File: src/core/ffp_pkg.sv
package ffp_pkg;

  // ----------------------------------------------------------------
  // Register map (byte addresses, one word each)
  // ----------------------------------------------------------------
  localparam logic [7:0] OFS_CTRL = 8'h00;
  localparam logic [7:0] OFS_COUNT = 8'h04;
  localparam logic [7:0] OFS_STATUS = 8'h08;
  localparam logic [7:0] OFS_MASK = 8'h0c;
  localparam logic [7:0] OFS_STATE = 8'h10;
  localparam logic [7:0] OFS_ONCAP = 8'h14;

  // ----------------------------------------------------------------
  // Field positions
  // ----------------------------------------------------------------
  localparam int CTRL_EN_BIT = 0;
  localparam int CTRL_OVLATCH_BIT = 1;
  localparam int CTRL_UVLONG_BIT = 2;
  localparam int CNT_OV_LSB = 0;
  localparam int CNT_UV_LSB = 8;
  localparam int CNT_CSSP_LSB = 16;
  localparam int CNT_SECONDARY_SHORT_FAULT_LSB = 24;
  localparam int EVT_OV = 0;
  localparam int EVT_UV = 1;
  localparam int EVT_CSSP = 2;
  localparam int EVT_SECONDARY_SHORT_FAULT = 3;
  localparam int EVT_OLP = 4;
  localparam int NUM_EVT = 5;
  localparam int NUM_CNT = 4;

  // ----------------------------------------------------------------
  // Reset values
  // ----------------------------------------------------------------
  localparam logic [2:0] RST_CTRL = 3'h1;
  localparam logic [31:0] RST_COUNT = 32'h0404_0404;
  localparam logic [15:0] RST_ONCAP = 16'h0064;

  // ----------------------------------------------------------------
  // Timing
  // ----------------------------------------------------------------
  localparam int CLK_PERIOD_NS = 10;
  localparam int CS_DEBOUNCE_NS = 300;
  localparam int CS_DEBOUNCE_CYC = (CS_DEBOUNCE_NS + CLK_PERIOD_NS - 1) / CLK_PERIOD_NS;
  localparam int SECONDARY_SHORT_FAULT_BLANK_NS = 200;
  localparam int SECONDARY_SHORT_FAULT_BLANK_CYC = (SECONDARY_SHORT_FAULT_BLANK_NS + CLK_PERIOD_NS - 1) / CLK_PERIOD_NS;
  localparam int OLP_DEBOUNCE_NS = 50000000;
  localparam int AR_PERIOD_NS = 1000000;
  localparam int LAR_PERIOD_NS = 10000000;
  localparam int UV_BLANK_NS = 20000000;

  // ----------------------------------------------------------------
  // Protection states
  // ----------------------------------------------------------------
  typedef enum logic [1:0] {
    ST_RUN = 2'b00,
    ST_AR = 2'b01,
    ST_LAR = 2'b10,
    ST_LATCH = 2'b11
  } ffp_state_t;

endpackage : ffp_pkg

File: src/core/ffp_cycle_counter.sv
`timescale 1ns/1ns
module ffp_cycle_counter #(
  parameter int W = 9
) (
  // Clock and reset
  input wire logic clk_sys,
  input wire logic resetn,
  // Counting control
  input wire logic clear,
  input wire logic step,
  input wire logic cond,
  input wire logic [W-1:0] limit,
  // Result
  output logic trip
);

  typedef struct packed {
    logic [W-1:0] count;
    logic trip;
  } ffp_cnt_s_t;

  ffp_cnt_s_t s;
  ffp_cnt_s_t next_s;

  // Consecutive-cycle count; a clean cycle starts over
  always_comb begin
    next_s = s;
    next_s.trip = 1'b0;
    if (clear) begin
      next_s.count = '0;
    end else if (step) begin
      if (cond) begin
        if (s.count + 1'b1 >= limit) begin
          next_s.trip = 1'b1;
          next_s.count = '0;
        end else begin
          next_s.count = s.count + 1'b1;
        end
      end else begin
        next_s.count = '0;
      end
    end
  end

  always_ff @(posedge clk_sys) begin
    if (!resetn) begin
      s <= '0;
    end else begin
      s <= next_s;
    end
  end

  assign trip = s.trip;
endmodule : ffp_cycle_counter

File: src/core/ffp_fault_protect.sv
`timescale 1ns/1ns
// Contract
// - Aux over-voltage run stops switching, restart or latch
// - Aux under-voltage run flags fault, restart or long
// - Under-voltage ignored during startup blanking
// - Sense short after debounce caps on-time
// - Repeated sense short cycles stop, auto-restart
// - Secondary short after blanking turns switch off
// - Repeated secondary short cycles stop, auto-restart
// - Overload threshold starts overload timer
// - Overload timer past debounce: fault, auto-restart
// - Feedback drop before debounce clears timer
// - Long restart holds switch off, resumes on supply
// - Aux sampled once per cycle after demag blank
module ffp_fault_protect #(
  parameter int unsigned OLP_CYC = ffp_pkg::OLP_DEBOUNCE_NS / ffp_pkg::CLK_PERIOD_NS,
  parameter int unsigned AR_CYC = ffp_pkg::AR_PERIOD_NS / ffp_pkg::CLK_PERIOD_NS,
  parameter int unsigned LAR_CYC = ffp_pkg::LAR_PERIOD_NS / ffp_pkg::CLK_PERIOD_NS,
  parameter int unsigned UV_BLANK_CYC = ffp_pkg::UV_BLANK_NS / ffp_pkg::CLK_PERIOD_NS
) (
  // Clock and reset
  input wire logic clk_sys,
  input wire logic resetn,
  // AHB-Lite slave
  input wire logic hsel,
  input wire logic [31:0] haddr,
  input wire logic [1:0] htrans,
  input wire logic hwrite,
  input wire logic [2:0] hsize,
  input wire logic [31:0] hwdata,
  input wire logic hready,
  output logic [31:0] hrdata,
  output logic hreadyout,
  output logic hresp,
  // Modulator timing
  input wire logic cycleStart,
  input wire logic pwmOff,
  input wire logic demagBlankEnd,
  // Comparators
  input wire logic auxOvCmp,
  input wire logic auxUvCmp,
  input wire logic csShortCmp,
  input wire logic secShortCmp,
  input wire logic fbOverloadCmp,
  input wire logic supplyOn,
  // Power switch and interrupt
  output logic gateDrive,
  output logic irq
);

  // ----------------------------------------------------------------
  // State
  // ----------------------------------------------------------------
  typedef struct packed {
    ffp_pkg::ffp_state_t st;
    logic gate;
    logic [15:0] onTmr;
    logic csSeen;
    logic ssTrip;
    logic [31:0] olpTmr;
    logic [31:0] offTmr;
    logic [31:0] blankTmr;
    logic [2:0] ctrl;
    logic [31:0] count;
    logic [ffp_pkg::NUM_EVT-1:0] status;
    logic [ffp_pkg::NUM_EVT-1:0] mask;
    logic [15:0] oncap;
    logic irq;
    logic [31:0] hrdata;
    logic hready;
    logic dphWr;
    logic [7:0] dphAddr;
  } ffp_top_s_t;

  ffp_top_s_t s;
  ffp_top_s_t next_s;

  logic [ffp_pkg::NUM_CNT-1:0] cntStep;
  logic [ffp_pkg::NUM_CNT-1:0] cntCond;
  logic [ffp_pkg::NUM_CNT-1:0] trips;
  logic [8:0] cntLimit [ffp_pkg::NUM_CNT];
  logic olpTrip;
  logic uvBlank;
  logic addrPhase;

  // ----------------------------------------------------------------
  // Consecutive-cycle counters
  // ----------------------------------------------------------------
  // Aux sample point drives over/under-voltage counters
  assign uvBlank = (s.blankTmr != 32'h0000_0000);
  assign cntStep[ffp_pkg::EVT_OV] = demagBlankEnd;
  assign cntStep[ffp_pkg::EVT_UV] = demagBlankEnd;
  assign cntStep[ffp_pkg::EVT_CSSP] = cycleStart;
  assign cntStep[ffp_pkg::EVT_SECONDARY_SHORT_FAULT] = cycleStart;
  assign cntCond[ffp_pkg::EVT_OV] = auxOvCmp;
  assign cntCond[ffp_pkg::EVT_UV] = auxUvCmp && !uvBlank;
  assign cntCond[ffp_pkg::EVT_CSSP] = s.csSeen;
  assign cntCond[ffp_pkg::EVT_SECONDARY_SHORT_FAULT] = s.ssTrip;
  // Over/under-voltage must persist beyond the count, hence the extra one
  assign cntLimit[ffp_pkg::EVT_OV] = {1'b0, s.count[ffp_pkg::CNT_OV_LSB +: 8]} + 9'h001;
  assign cntLimit[ffp_pkg::EVT_UV] = {1'b0, s.count[ffp_pkg::CNT_UV_LSB +: 8]} + 9'h001;
  assign cntLimit[ffp_pkg::EVT_CSSP] = {1'b0, s.count[ffp_pkg::CNT_CSSP_LSB +: 8]};
  assign cntLimit[ffp_pkg::EVT_SECONDARY_SHORT_FAULT] = {1'b0, s.count[ffp_pkg::CNT_SECONDARY_SHORT_FAULT_LSB +: 8]};

  for (genvar i = 0; i < ffp_pkg::NUM_CNT; i++) begin : g_cnt
    ffp_cycle_counter #(.W(9)) u_cnt (
      .clk_sys(clk_sys),
      .resetn(resetn),
      .clear(s.st != ffp_pkg::ST_RUN),
      .step(cntStep[i]),
      .cond(cntCond[i]),
      .limit(cntLimit[i]),
      .trip(trips[i])
    );
  end

  // Overload debounce expiry
  assign olpTrip = (s.olpTmr > OLP_CYC);
  assign addrPhase = hsel && hready && htrans[1];

  // ----------------------------------------------------------------
  // Next state
  // ----------------------------------------------------------------
  always_comb begin
    logic [ffp_pkg::NUM_EVT-1:0] evt;
    logic [ffp_pkg::NUM_EVT-1:0] w1c;
    logic fault;
    logic [31:0] rd;
    evt = {olpTrip, trips};
    w1c = '0;
    fault = (s.st == ffp_pkg::ST_RUN) && (|evt);
    rd = 32'h0000_0000;
    next_s = s;

    // Per-cycle flags restart with each switching cycle
    if (cycleStart) begin
      next_s.csSeen = 1'b0;
      next_s.ssTrip = 1'b0;
    end

    // On-time and cycle-by-cycle protection
    if (s.gate) begin
      next_s.onTmr = (s.onTmr == 16'hffff) ? s.onTmr : s.onTmr + 16'h0001;
      if (s.onTmr == 16'(ffp_pkg::CS_DEBOUNCE_CYC) && csShortCmp) begin
        next_s.csSeen = 1'b1;
      end
      if (pwmOff) begin
        next_s.gate = 1'b0;
      end
      if (s.csSeen && s.onTmr >= s.oncap) begin
        next_s.gate = 1'b0;
      end
      if (s.onTmr >= 16'(ffp_pkg::SECONDARY_SHORT_FAULT_BLANK_CYC) && secShortCmp) begin
        next_s.gate = 1'b0;
        next_s.ssTrip = 1'b1;
      end
    end else if (cycleStart && s.st == ffp_pkg::ST_RUN && s.ctrl[ffp_pkg::CTRL_EN_BIT]) begin
      next_s.gate = 1'b1;
      next_s.onTmr = 16'h0000;
    end

    // Overload timer runs only while the feedback sits at its limit
    if (!fbOverloadCmp || s.st != ffp_pkg::ST_RUN) begin
      next_s.olpTmr = 32'h0000_0000;
    end else if (!olpTrip) begin
      next_s.olpTmr = s.olpTmr + 32'h0000_0001;
    end

    // Startup blanking of under-voltage
    if (uvBlank) begin
      next_s.blankTmr = s.blankTmr - 32'h0000_0001;
    end

    // Protection state machine
    case (s.st)
      ffp_pkg::ST_RUN: begin
        if (fault) begin
          next_s.gate = 1'b0;
          next_s.offTmr = AR_CYC;
          next_s.st = ffp_pkg::ST_AR;
          if (evt[ffp_pkg::EVT_OV] && s.ctrl[ffp_pkg::CTRL_OVLATCH_BIT]) begin
            next_s.st = ffp_pkg::ST_LATCH;
          end else if (evt[ffp_pkg::EVT_UV] && s.ctrl[ffp_pkg::CTRL_UVLONG_BIT]) begin
            next_s.st = ffp_pkg::ST_LAR;
            next_s.offTmr = LAR_CYC;
          end
        end
      end
      ffp_pkg::ST_AR, ffp_pkg::ST_LAR: begin
        next_s.gate = 1'b0;
        if (s.offTmr != 32'h0000_0000) begin
          next_s.offTmr = s.offTmr - 32'h0000_0001;
        end else if (supplyOn) begin
          next_s.st = ffp_pkg::ST_RUN;
          next_s.blankTmr = UV_BLANK_CYC;
        end
      end
      ffp_pkg::ST_LATCH: begin
        next_s.gate = 1'b0;
      end
      default: begin
        next_s.st = ffp_pkg::ST_LATCH;
        next_s.gate = 1'b0;
      end
    endcase

    // Register writes in the data phase
    if (s.dphWr) begin
      case (s.dphAddr)
        ffp_pkg::OFS_CTRL: next_s.ctrl = hwdata[2:0];
        ffp_pkg::OFS_COUNT: next_s.count = hwdata;
        ffp_pkg::OFS_STATUS: w1c = hwdata[ffp_pkg::NUM_EVT-1:0];
        ffp_pkg::OFS_MASK: next_s.mask = hwdata[ffp_pkg::NUM_EVT-1:0];
        ffp_pkg::OFS_ONCAP: next_s.oncap = hwdata[15:0];
        default: w1c = '0;
      endcase
    end

    // Sticky status; a fresh event beats a same-cycle clear
    next_s.status = (s.status & ~w1c) | (fault ? evt : '0);
    // A set mask bit hides its event from irq, the status bit still records it
    next_s.irq = |(next_s.status & ~next_s.mask);

    // Read data from the updated view to avoid stale write-then-read
    case (haddr[7:0])
      ffp_pkg::OFS_CTRL: rd = {29'h0000_0000, next_s.ctrl};
      ffp_pkg::OFS_COUNT: rd = next_s.count;
      ffp_pkg::OFS_STATUS: rd = {27'h000_0000, next_s.status};
      ffp_pkg::OFS_MASK: rd = {27'h000_0000, next_s.mask};
      ffp_pkg::OFS_STATE: rd = {28'h000_0000, uvBlank, next_s.gate, next_s.st};
      ffp_pkg::OFS_ONCAP: rd = {16'h0000, next_s.oncap};
      default: rd = 32'h0000_0000;
    endcase

    // Bus phases; zero wait states so every address phase is taken
    next_s.hready = 1'b1;
    next_s.dphWr = addrPhase && hwrite;
    next_s.dphAddr = haddr[7:0];
    if (addrPhase && !hwrite) begin
      next_s.hrdata = rd;
    end
  end

  // ----------------------------------------------------------------
  // State register
  // ----------------------------------------------------------------
  always_ff @(posedge clk_sys) begin
    if (!resetn) begin
      s <= '0;
      s.blankTmr <= UV_BLANK_CYC;
      s.ctrl <= ffp_pkg::RST_CTRL;
      s.count <= ffp_pkg::RST_COUNT;
      s.oncap <= ffp_pkg::RST_ONCAP;
    end else begin
      s <= next_s;
    end
  end

  // Outputs straight from flops, except hresp tied to zero
  assign gateDrive = s.gate;
  assign irq = s.irq;
  assign hrdata = s.hrdata;
  assign hreadyout = s.hready;
  assign hresp = 1'b0;
endmodule : ffp_fault_protect

File: config.mk
export PLATFORM = sky130hd
export DESIGN_NAME = ffp_fault_protect
export DESIGN_NICKNAME = d
export VERILOG_FILES = /design/src/core/ffp_pkg.sv /design/src/core/ffp_cycle_counter.sv /design/src/core/ffp_fault_protect.sv
export SDC_FILE = /design/constraint.sdc
export NUM_CORES = 1
export LEC_CHECK = 0
export BUFFER_PORTS_ARGS = -buffer_cell sky130_fd_sc_hd__buf_2
export CAP_MARGIN = 30
export CORE_MARGIN = 8
export CORE_UTILIZATION = 50
export DETAILED_ROUTE_END_ITERATION = 10
export HOLD_SLACK_MARGIN = 0.15
export PLACE_DENSITY = 0.7
export SETUP_SLACK_MARGIN = 0.15
export SLEW_MARGIN = 10
export SYNTH_ARGS = -nofsm -noshare
export SYNTH_HDL_FRONTEND = slang
export SYNTH_HIERARCHICAL = 1
export SYNTH_SLANG_ARGS = --single-unit
File: constraint.sdc
create_clock -name clk_sys -period 5.4 [get_ports clk_sys]
set_clock_uncertainty 0.15 [all_clocks]
set_input_delay 1.35 -clock clk_sys [delete_from_list [all_inputs] [get_ports clk_sys]]
set_output_delay 1.35 -clock clk_sys [all_outputs]
set_load 0.1 [all_outputs]
Word-level counts from Yosys, hierarchy flattened
Cells that the tools add are included.
{ "totals": {"reg_bits": 261, "inputBits": 83} }
{ "op_classes": {"n_addsub": 10, "n_lt_le_gt_ge": 7, "n_eq_ne": 17, "muxes": 49, "n_bitwise": 12, "n_reduce_logical": 37} }
{ "op_table": {"columns": ["cell", "n"], "rows": [
  ["32-bit 2-to-1 mux", 7],
  ["32-bit one-hot mux with 6 select lines", 1],
  ["9-bit 2-to-1 mux", 8],
  ["32-bit one-hot mux with 2 select lines", 1],
  ["32-bit nonzero test", 2],
  ["32-bit by 1-bit subtractor with 32-bit output (second input constant)", 2],
  ["20-bit 2-to-1 mux", 2],
  ["9-bit by 1-bit adder with 9-bit output (second input constant)", 4],
  ["35-bit 2-to-1 mux", 1],
  ["17-bit 2-to-1 mux", 2],
  ["32-bit by 1-bit adder with 32-bit output (second input constant)", 1],
  ["8-bit by 4-bit == test with 1-bit output (second input constant)", 4],
  ["32-bit by 23-bit > comparator with 1-bit output (second input constant)", 1],
  ["16-bit 2-to-1 mux", 2],
  ["8-bit by 5-bit == test with 1-bit output (second input constant)", 3],
  ["21-bit 2-to-1 mux", 1],
  ["5-bit 2-to-1 mux", 4],
  ["8-bit by 1-bit adder with 9-bit output (second input constant)", 2],
  ["9-bit by 8-bit >= comparator with 1-bit output", 2],
  ["9-bit >= comparator", 2],
  ["16-bit by 1-bit adder with 16-bit output (second input constant)", 1],
  ["16-bit == test (second input constant)", 1],
  ["16-bit by 5-bit == test with 1-bit output (second input constant)", 1],
  ["8-bit by 3-bit == test with 1-bit output (second input constant)", 2],
  ["28 further kinds", 75]
]} }

Depth between registers and ports, before layout
Gate-level depths: netlist (run 1).
{ "logic_depth": {"depth_word": 8, "mapped_depth": 11, "ltp_nobuf": 11} }

Hierarchy
The synthesis (run 1) kept the hierarchy.
{ "modules_own_cells": {"columns": ["mod", "n_inst", "cells_per_inst", "area_each_um2", "seq_area_each_um2"], "rows": [
  ["ffp_fault_protect", 1, 1264, 10874.2, 4424.2],
  ["ffp_cycle_counter", 4, 75, 683.2, 200.2]
]} }

Worst setup path after synthesis (run 1)
No wires, ideal clock.
{ "synth_path": {"path_kind": "input port to flip-flop", "startpoint": "input port haddr[2]", "endpoint": "register s (netlist bit hrdata[12])", "arrival_time_ns": 3.102, "required_time_ns": 5.190, "path_slack_ns": 2.089, "cell_stages": 5, "cell_sequence": "clkbuf_1 or4b_2 nor4_1 clkbuf_1 a221o_1"} }
{ "synth_between": {"elab_chain_cells": 2, "word_cells_on_any_way": 7, "cone_classes": "eq/ne (5); mux (1); reduce/logical (1)"} }
{ "synth_rtl": {"columns": ["element", "line", "rtl"], "rows": [
  ["start: declaration", "ffp_fault_protect.sv:26", "input wire logic [31:0] haddr,"],
  ["8-bit by 5-bit == test with 1-bit output (tied with other cells)", "ffp_fault_protect.sv:225", "case (haddr[7:0])"],
  ["32-bit one-hot mux with 6 select lines *", "ffp_fault_protect.sv:225", null],
  ["end signal: assignment", "ffp_fault_protect.sv:255", "s <= next_s;"],
  ["end: declaration", "ffp_fault_protect.sv:75", "ffp_top_s_t s;"]
]} }
Mark *: on every way between the ends. The rest lies on a longest branch, timed or not.
A chain may end at the register's enable or synchronous reset.

Worst setup path in the final report (run 1)
{ "layout_path": {"startpoint": "register s[219] (netlist bit)", "endpoint": "register s[116] (netlist bit)"} }
{ "layout_between": {"elab_chain_cells": 3, "word_cells_on_any_way": 4, "cone_classes": "eq/ne (2); mux (1); reduce/logical (1)"} }
{ "layout_rtl": {"columns": ["element", "line", "rtl"], "rows": [
  ["2-bit by 1-bit == test with 1-bit output / 2-bit == test (equally long branches)", "ffp_fault_protect.sv:175", "case (s.st)"],
  ["2-bit OR reduction *", "ffp_fault_protect.sv:175", null],
  ["32-bit 2-to-1 mux *", "ffp_fault_protect.sv:175", null]
]} }
Marks and branches as above.

==> results.md, run 1 <==
| Parameter | This run |
|:---|:---|
| Fin Setup TNS | 0 ns |
| Setup repair after global routing missed its margin | no |
| Most frequent cells after synthesis | 261 x sky130_fd_sc_hd__dfxtp_1, 160 x sky130_fd_sc_hd__nor2_1, 85 x sky130_fd_sc_hd__inv_1 |
| Share of synthesized area spent on multiplexers | 4.055% |
| Most repeated cell in the gate-level netlist after synthesis | sky130_fd_sc_hd__dfxtp_1 |
| Yosys Warn Count | 6 |
| Clk_lat worst skew | 0.55 ns |
| Share of the yosys chip area belonging to registers | 38.40% |
| Class of the most critical setup path | flop to flop |
| Pin count of the biggest net entering global routing | 53 |
| CP Launch Type | flop |
| Overall die width | 181.0 um |
| CP endpoint kind | flop |
| Destination of the worst register-to-register timing path | s[116] |
| Max Cap Violations | 0 |
| First drt pass iteration count | 5 |
| Number of buffers created by CTS | 29 |
| Total track usage | 19.86% |
| Worst endpoint data arrival time | 3.82 ns |
| Dominant cell type by count on the critical path | sky130_fd_sc_hd__nand2_1 |
| Maximum fanout count along the critical path | 26 |
| Global placer's final weighted congestion | 0.8902 |
| Clock Path Buffers | 3 |
| Synth Flop Type | sky130_fd_sc_hd__dfxtp_1 |
| Number of antenna violations at the first check in global routing | 1 |
| Worst reg2reg setup slack | 1.82 ns |
| Min-delay worst type | flop to flop |
| Fraction of the mapped netlist area in compound gates | 16.69% |
| Number of hold violations in the final report | 0 |
| VDD IR-drop max | 227.7 uV |
| Start point of the worst hold path | s[198] |
| Count of unique library cells instantiated by Yosys | 75 |
| Hold buffer count at cts | 0 |
| Arithmetic-cell share of the synthesized area counting full adders, half adders and majority gates | 6.345% |
| Max Clk Rate | 279.5 MHz |
| Routed wire length per instance | 16.78 um |
| Max stage delay on crit path | 0.77 ns |
| Reg-to-reg critical path startpoint | s[219] |
| Post-synthesis share of cell area spent on and, or, nand and nor gates | 23.92% |
| Overall via count from detail_route | 11614 |
| Gate Count Post-Synth | 1564 |
| Portion of the clock cycle consumed by the worst path in the final layout | 66.26% |
| Diode insertion count for antenna repair | 0 |
| Max Slew Vio Count | 0 |
| Final HPWL from detailed placement | 23830 um |
| Data required, critical path | 5.64 ns |
| Via density per instance | 5.889 |
| Starting DRC count in detailed routing | 864 |
| Layout overhead on the synthesized area | 11.05% |
| Power per standard cell area | 275.6 nW/um^2 |
| Port bufs | 89 |
| Worst slew pin tran | 1.003 ns |
| Top area cells in the synthesized netlist | sky130_fd_sc_hd__dfxtp_1 38%, sky130_fd_sc_hd__ha_1 6.3%, sky130_fd_sc_hd__nor2_1 4.4% |
| Share of the synthesized netlist area taken by xor and xnor gates | 4.441% |
| Cell class contributing the biggest share of worst-path delay | simple AND/OR/NAND/NOR gates |
| Global-route wire length before repair | 55910 um |
| Largest family of logic cells by synthesized area | simple AND/OR/NAND/NOR gates |
| TritonCTS clock tree | done |
| Setup Viol. Count Final | 0 |
| Synth area leader | sky130_fd_sc_hd__dfxtp_1 |
| Height of the die | 181.0 um |
| Post-synth EDFFs | 0 |
| CTS clock-pin slew for the worst setup and hold paths | 0.06 ns |
| Area inside the core boundary | 26880 sq um |
| Gates resized, CTS repair | 0 |
| Residual overflow from global routing | 0 |
| CTS H-Tree Depth | 1 |
| Overall Power | 4.165 mW |
| Number of synthesized register bits | 261 |
| Cell at the root of the clock tree | sky130_fd_sc_hd__clkbuf_16 |
| Proportion of register bits with asynchronous set or reset after synthesis | 0% |
| Portion of synthesized cell area occupied by the leading cell type | 38.40% |
| Overall die area | 32750 sq um |
| Aggregate routed wire length | 33100 um |
| Layout cells sized above 1 | 12.08% |
| Syn_area_per_cell | 8.700 sq um |
| Layout net count | 1763 |
| Crit-path slowest cell | sky130_fd_sc_hd__ha_1 |
| Netlist Area Pre-Place | 13610 sq um |
| End point of the worst hold path | s[198] |
| Remaining design rule violation count | 0 |
| Headroom to the max-slew limit | 33.09% |
| Post-CTS setup buffer count | 0 |
| Cell chain of the critical path | inv_1 -> ha_1 -> nand4b_1 -> nor4_4 -> buf_4 -> nand2_1 -> nand2_1 -> nor2_1 |
| Number of cell rows | 60 |
| Top-level I/O count | 119 |
| Sinks on the clock net | 261 |
| R2r worst-path depth | 8 |
| Leakage | 6.168 nW |
| Run status | completed |
| Vias in the first global route | 11318 |
| Starting density of the core | 50.63% |
| WP buf/inv | 2 |
| Number of nets with antenna violations after detailed routing | 0 |
| Hold path cells | 1 |
| Clock period minus final worst setup slack | 3.578 ns |
## cell usage in the layout, fill, tap and decap left out, types with 43 or more instances in the layout
cell type and instances:
sky130_fd_sc_hd__a22o_1 43, sky130_fd_sc_hd__buf_2 92, sky130_fd_sc_hd__a21oi_1 77, sky130_fd_sc_hd__dfxtp_1 261, sky130_fd_sc_hd__nand3_1 50, sky130_fd_sc_hd__o21ai_0 59, sky130_fd_sc_hd__xnor2_1 48, sky130_fd_sc_hd__nor3_1 46
sky130_fd_sc_hd__nor2_1 160, sky130_fd_sc_hd__inv_1 85, sky130_fd_sc_hd__mux2i_1 54, sky130_fd_sc_hd__ha_1 69, sky130_fd_sc_hd__nand2_1 83
## per-stage QoR
step           cell area, sq um  std cells  worst slack, ns  util [%]  hold WS [ns]
2_1_floorplan             13610       1566            2.089         -        0.2783
3_3_place_gp              14090       1913            1.586     52.44        0.2914
3_5_place_dp              14130       1917            1.535     52.57        0.2973
4_1_cts                   15090       1968            1.824     56.14        0.3126
5_1_grt                   15110       1972            1.423     56.22        0.3192
6_report                  15110       1972            1.822     56.22        0.3076
## worst register-to-register path: stages, from the launching register on
cell and delay, ns:
sky130_fd_sc_hd__dfxtp_1 0.39, sky130_fd_sc_hd__inv_1 0.08, sky130_fd_sc_hd__ha_1 0.77, sky130_fd_sc_hd__nand4b_1 0.40
sky130_fd_sc_hd__nor4_4 0.49, sky130_fd_sc_hd__buf_4 0.27, sky130_fd_sc_hd__nand2_1 0.08, sky130_fd_sc_hd__nand2_1 0.65
sky130_fd_sc_hd__nor2_1 0.13
## power breakdown
group          switching (mW)  internal [mW]
Sequential             0.0235           1.95
Clock                   0.774           1.20
Combinational           0.151         0.0728
Total                   0.948           3.22
## routing by layer
metal,vias up,routed length [um],share of wire [%],track usage (%)
met2,275,14930,45,32.54
met3,63,1886,5.7,3.370
met5,-,10,0.030,0
met4,2,710,2.1,5.805
li1,5809,-,-,-
met1,5465,15560,47,26.49
## kinds of logic (layout without fill, tap and decap cells)
logic type	Yosys count	after routing
buffers and inverters	181	246
DFF	261	261
AOI/OAI and AO/OA	328	328
and+or+nand+nor	600	600
muxes	55	55
xor gates and xnor gates	69	69
other	1	3
adders and majority gates	69	69
## worst max path at each step
stage          startpoint         end  slack (ns)  depth (start not counted)
6_report           s[219]      s[116]        1.82                          8
3_5_place_dp     haddr[5]   hrdata[0]        1.53                          7
3_3_place_gp     haddr[5]   hrdata[0]        1.59                          7
4_1_cts            s[219]      s[125]        1.82                          8
2_1_floorplan    haddr[2]  hrdata[12]        2.09                          5
5_1_grt            s[220]      s[125]        1.42                          8
## state kept, by name (all words and copies together), names as in the netlist, 2 cells and up
| register | cells |
|---|---|
| s | 168 |
| g_cnt.u_cnt/s | 36 |
| hrdata | 32 |
| cntLimit | 16 |
| g_cnt.u_cnt/trip | 4 |
| cntCond | 2 |
## final cells by class
class / instances / area, sq um
clock buffers: 43 / 868.3
well taps: 341 / 426.7
flip-flops and latches: 261 / 5225
multi-input cells: 1124 / 7589
repair buffers: 108 / 583.1
inverters: 87 / 326.6
fillers: 2466 / 11770
clock inverters: 8 / 92.59
No activity file was read; power rests on OpenSTA's default activity.
==> inputs of run 2 (changes only) <==
- clock period: 5.4 -> 3.55 ns (I/O delays scaled with it)
==> run 2 against run 1 <==
Against the previous run:
- flip-flop and latch count did not move
- non-clock buffer count rose by 17
- power rose by 56%
- clock power rose by 60%
- critical path depth did not move
- global-route usage rose by 0.24 points
- cell count rose by 1.0%
- sequential share of layout area fell by 0.47 points
- clock-buffer cell count fell by 1
- fmax rose by 9.5%
==> results.md, run 2 (synthesis results as in run 1) <==
| Parameter | This run |
|:---|:---|
| Run status | completed |
| Final HPWL from detailed placement | 24580 um |
| Sw Pwr | 1.474 mW |
| Height of the die | 181.0 um |
| Top-level I/O count | 119 |
| Number of hold violations in the final report | 0 |
| CTS clock-pin slew for the worst setup and hold paths | 0.06 ns |
| Reg with most FFs | s |
| Commonest non-fill, non-tap cells in the layout | 261 x sky130_fd_sc_hd__dfxtp_1, 160 x sky130_fd_sc_hd__nor2_1, 89 x sky130_fd_sc_hd__buf_2, 85 x sky130_fd_sc_hd__inv_1, 83 x sky130_fd_sc_hd__nand2_1 |
| Aggregate routed wire length | 33810 um |
| Layout overhead on the synthesized area | 12.59% |
| Final Hold Slack | 0.3085 ns |
| Post-CTS setup buffer count | 0 |
| Share of the core filled with cells in the final layout | 57.00% |
| Vias in the first global route | 11344 |
| Overall via count from detail_route | 11738 |
| TritonCTS clock tree | done |
| Port bufs | 89 |
| Class of the most critical setup path | flop to flop |
| CP endpoint kind | flop |
| Maximum fanout count along the critical path | 6 |
| Hold path cells | 1 |
| Clk_lat worst skew | 0.55 ns |
| Number of cell rows | 60 |
| Setup repair after global routing missed its margin | no |
| Data required, critical path | 3.87 ns |
| Cell at the root of the clock tree | sky130_fd_sc_hd__clkbuf_16 |
| Number of antenna violations at the first check in global routing | 1 |
| Residual overflow from global routing | 0 |
| Via density per instance | 5.893 |
| Overall die width | 181.0 um |
| Hold buffer count at cts | 0 |
| R2r worst-path depth | 8 |
| Starting DRC count in detailed routing | 842 |
| Non-filler cells in the finished layout | 1992 |
| Switch share | 22.65% |
| Worst reg2reg setup slack | 0.28 ns |
| Sinks on the clock net | 261 |
| First drt pass iteration count | 5 |
| Number of buffers created by CTS | 29 |
| Global placer's final weighted congestion | 0.9015 |
| Number of nets with antenna violations after detailed routing | 0 |
| Portion of the clock cycle consumed by the worst path in the final layout | 92.00% |
| Min-delay worst type | flop to flop |
| Part of the power in combinational logic | 5.4% |
| Headroom to the max-slew limit | 36.37% |
| Internal power consumption | 5.034 mW |
| Clock period minus final worst setup slack | 3.266 ns |
| Number of flip-flops under the largest register name | 168 |
| Remaining design rule violation count | 0 |
| Total track usage | 20.10% |
| Max Clk Rate | 306.2 MHz |
| Setup Viol. Count Final | 0 |
| VDD IR-drop max | 323.8 uV |
| Overall Power | 6.508 mW |
| Sequential cell area | 5225 sq um |
| Max Slew Vio Count | 0 |
| Global-route wire length before repair | 56500 um |
| Worst endpoint data arrival time | 3.59 ns |
| Fraction of power consumed by sequential logic | 46.1% |
| Routed wire length per instance | 16.97 um |
| Power per standard cell area | 424.8 nW/um^2 |
| Area inside the core boundary | 26880 sq um |
| Max Cap Violations | 0 |
| Inst Count DP | 1938 |
| Most common cell after layout, fill and taps aside | sky130_fd_sc_hd__dfxtp_1 |
| CTS H-Tree Depth | 1 |
| Overall die area | 32750 sq um |
| Layout cells sized above 1 | 13.21% |
| Pin count of the biggest net entering global routing | 37 |
| Leakage | 6.278 nW |
| Fin Setup TNS | 0 ns |
| CP Launch Type | flop |
| Clock Path Buffers | 3 |
| Starting density of the core | 50.63% |
| Worst slew pin tran | 0.9458 ns |
| Multi-input gate area | 7586 sq um |
| Count of fill cells added during filler insertion | 2371 |
| Layout net count | 1780 |
| Clock network fraction of design power | 48.5% |
## run 2: cell types whose count changed in the layout (fill, tap and decap cells not counted), sizes merged
cell,previous run,this run
bufinv,2,4
buf,106,125
clkbuf,45,42
clkinv,5,4
clkinvlp,1,3
diode,0,1
## run 2: path summary, 6_finish.rpt
path | to | start
setup / recovery | g_cnt[1].u_cnt/s[2] | s[120]
hold / removal | s[123] | s[123]
setup reg to reg | g_cnt[1].u_cnt/s[2] | s[120]
hold reg to reg | s[123] | s[123]
## run 2: worst max-delay path: stages, from the launching register on
cell and delay, ns:
sky130_fd_sc_hd__dfxtp_1 0.35, sky130_fd_sc_hd__or4_1 0.64, sky130_fd_sc_hd__or3_4 0.44, sky130_fd_sc_hd__nor4_2 0.35, sky130_fd_sc_hd__and2_2 0.27, sky130_fd_sc_hd__nand4b_1 0.16, sky130_fd_sc_hd__or4_4 0.50, sky130_fd_sc_hd__nor2_4 0.17
sky130_fd_sc_hd__a22o_1 0.15
## run 2: area by class of cell
| type | instances | share of cell area [%] |
|---|---|---|
| clock inverter | 11 | 1.062 |
| inverter | 87 | 2.132 |
| tap | 341 | 2.785 |
| clock buffer | 42 | 5.578 |
| antenna | 1 | 0.01633 |
| multi-input combinational | 1124 | 49.52 |
| sequential | 261 | 34.11 |
| timing repair buffer | 125 | 4.802 |
## run 2: timing repair
item                                    in CTS  in global routing
endpoints found under the setup margin       0                  8
gates resized for setup                      0                  2
endpoints found under the hold margin        0                  0
## run 2: through the flow
stage          cell area, sq um  worst slack, ns
2_1_floorplan             13610           0.4131
3_3_place_gp              14280           0.3055
3_5_place_dp              14290           0.2634
4_1_cts                   15310           0.2265
5_1_grt                   15320           0.1299
6_report                  15320           0.2838
## run 2: power groups by stage
stage	clock, mW	combinational (mW)	sequential (mW)
2_1_floorplan	0	0.215	3.06
3_3_place_gp	0	0.338	3.06
3_5_place_dp	0	0.348	3.06
4_1_cts	3.20	0.352	3.00
5_1_grt	3.33	0.389	3.00
6_report	3.15	0.353	3.00
## run 2: layer usage
| metal | part of all wire, % | vias to the layer above | routed length (um) | GRT usage [%] |
|---|---|---|---|---|
| li1 | - | 5838 | - | - |
| met1 | 47 | 5571 | 16010 | 26.97 |
| met2 | 45 | 279 | 15340 | 33.01 |
| met3 | 5.1 | 50 | 1741 | 3.089 |
| met4 | 2.1 | 0 | 711 | 5.772 |
| met5 | 0 | - | 0 | 0 |
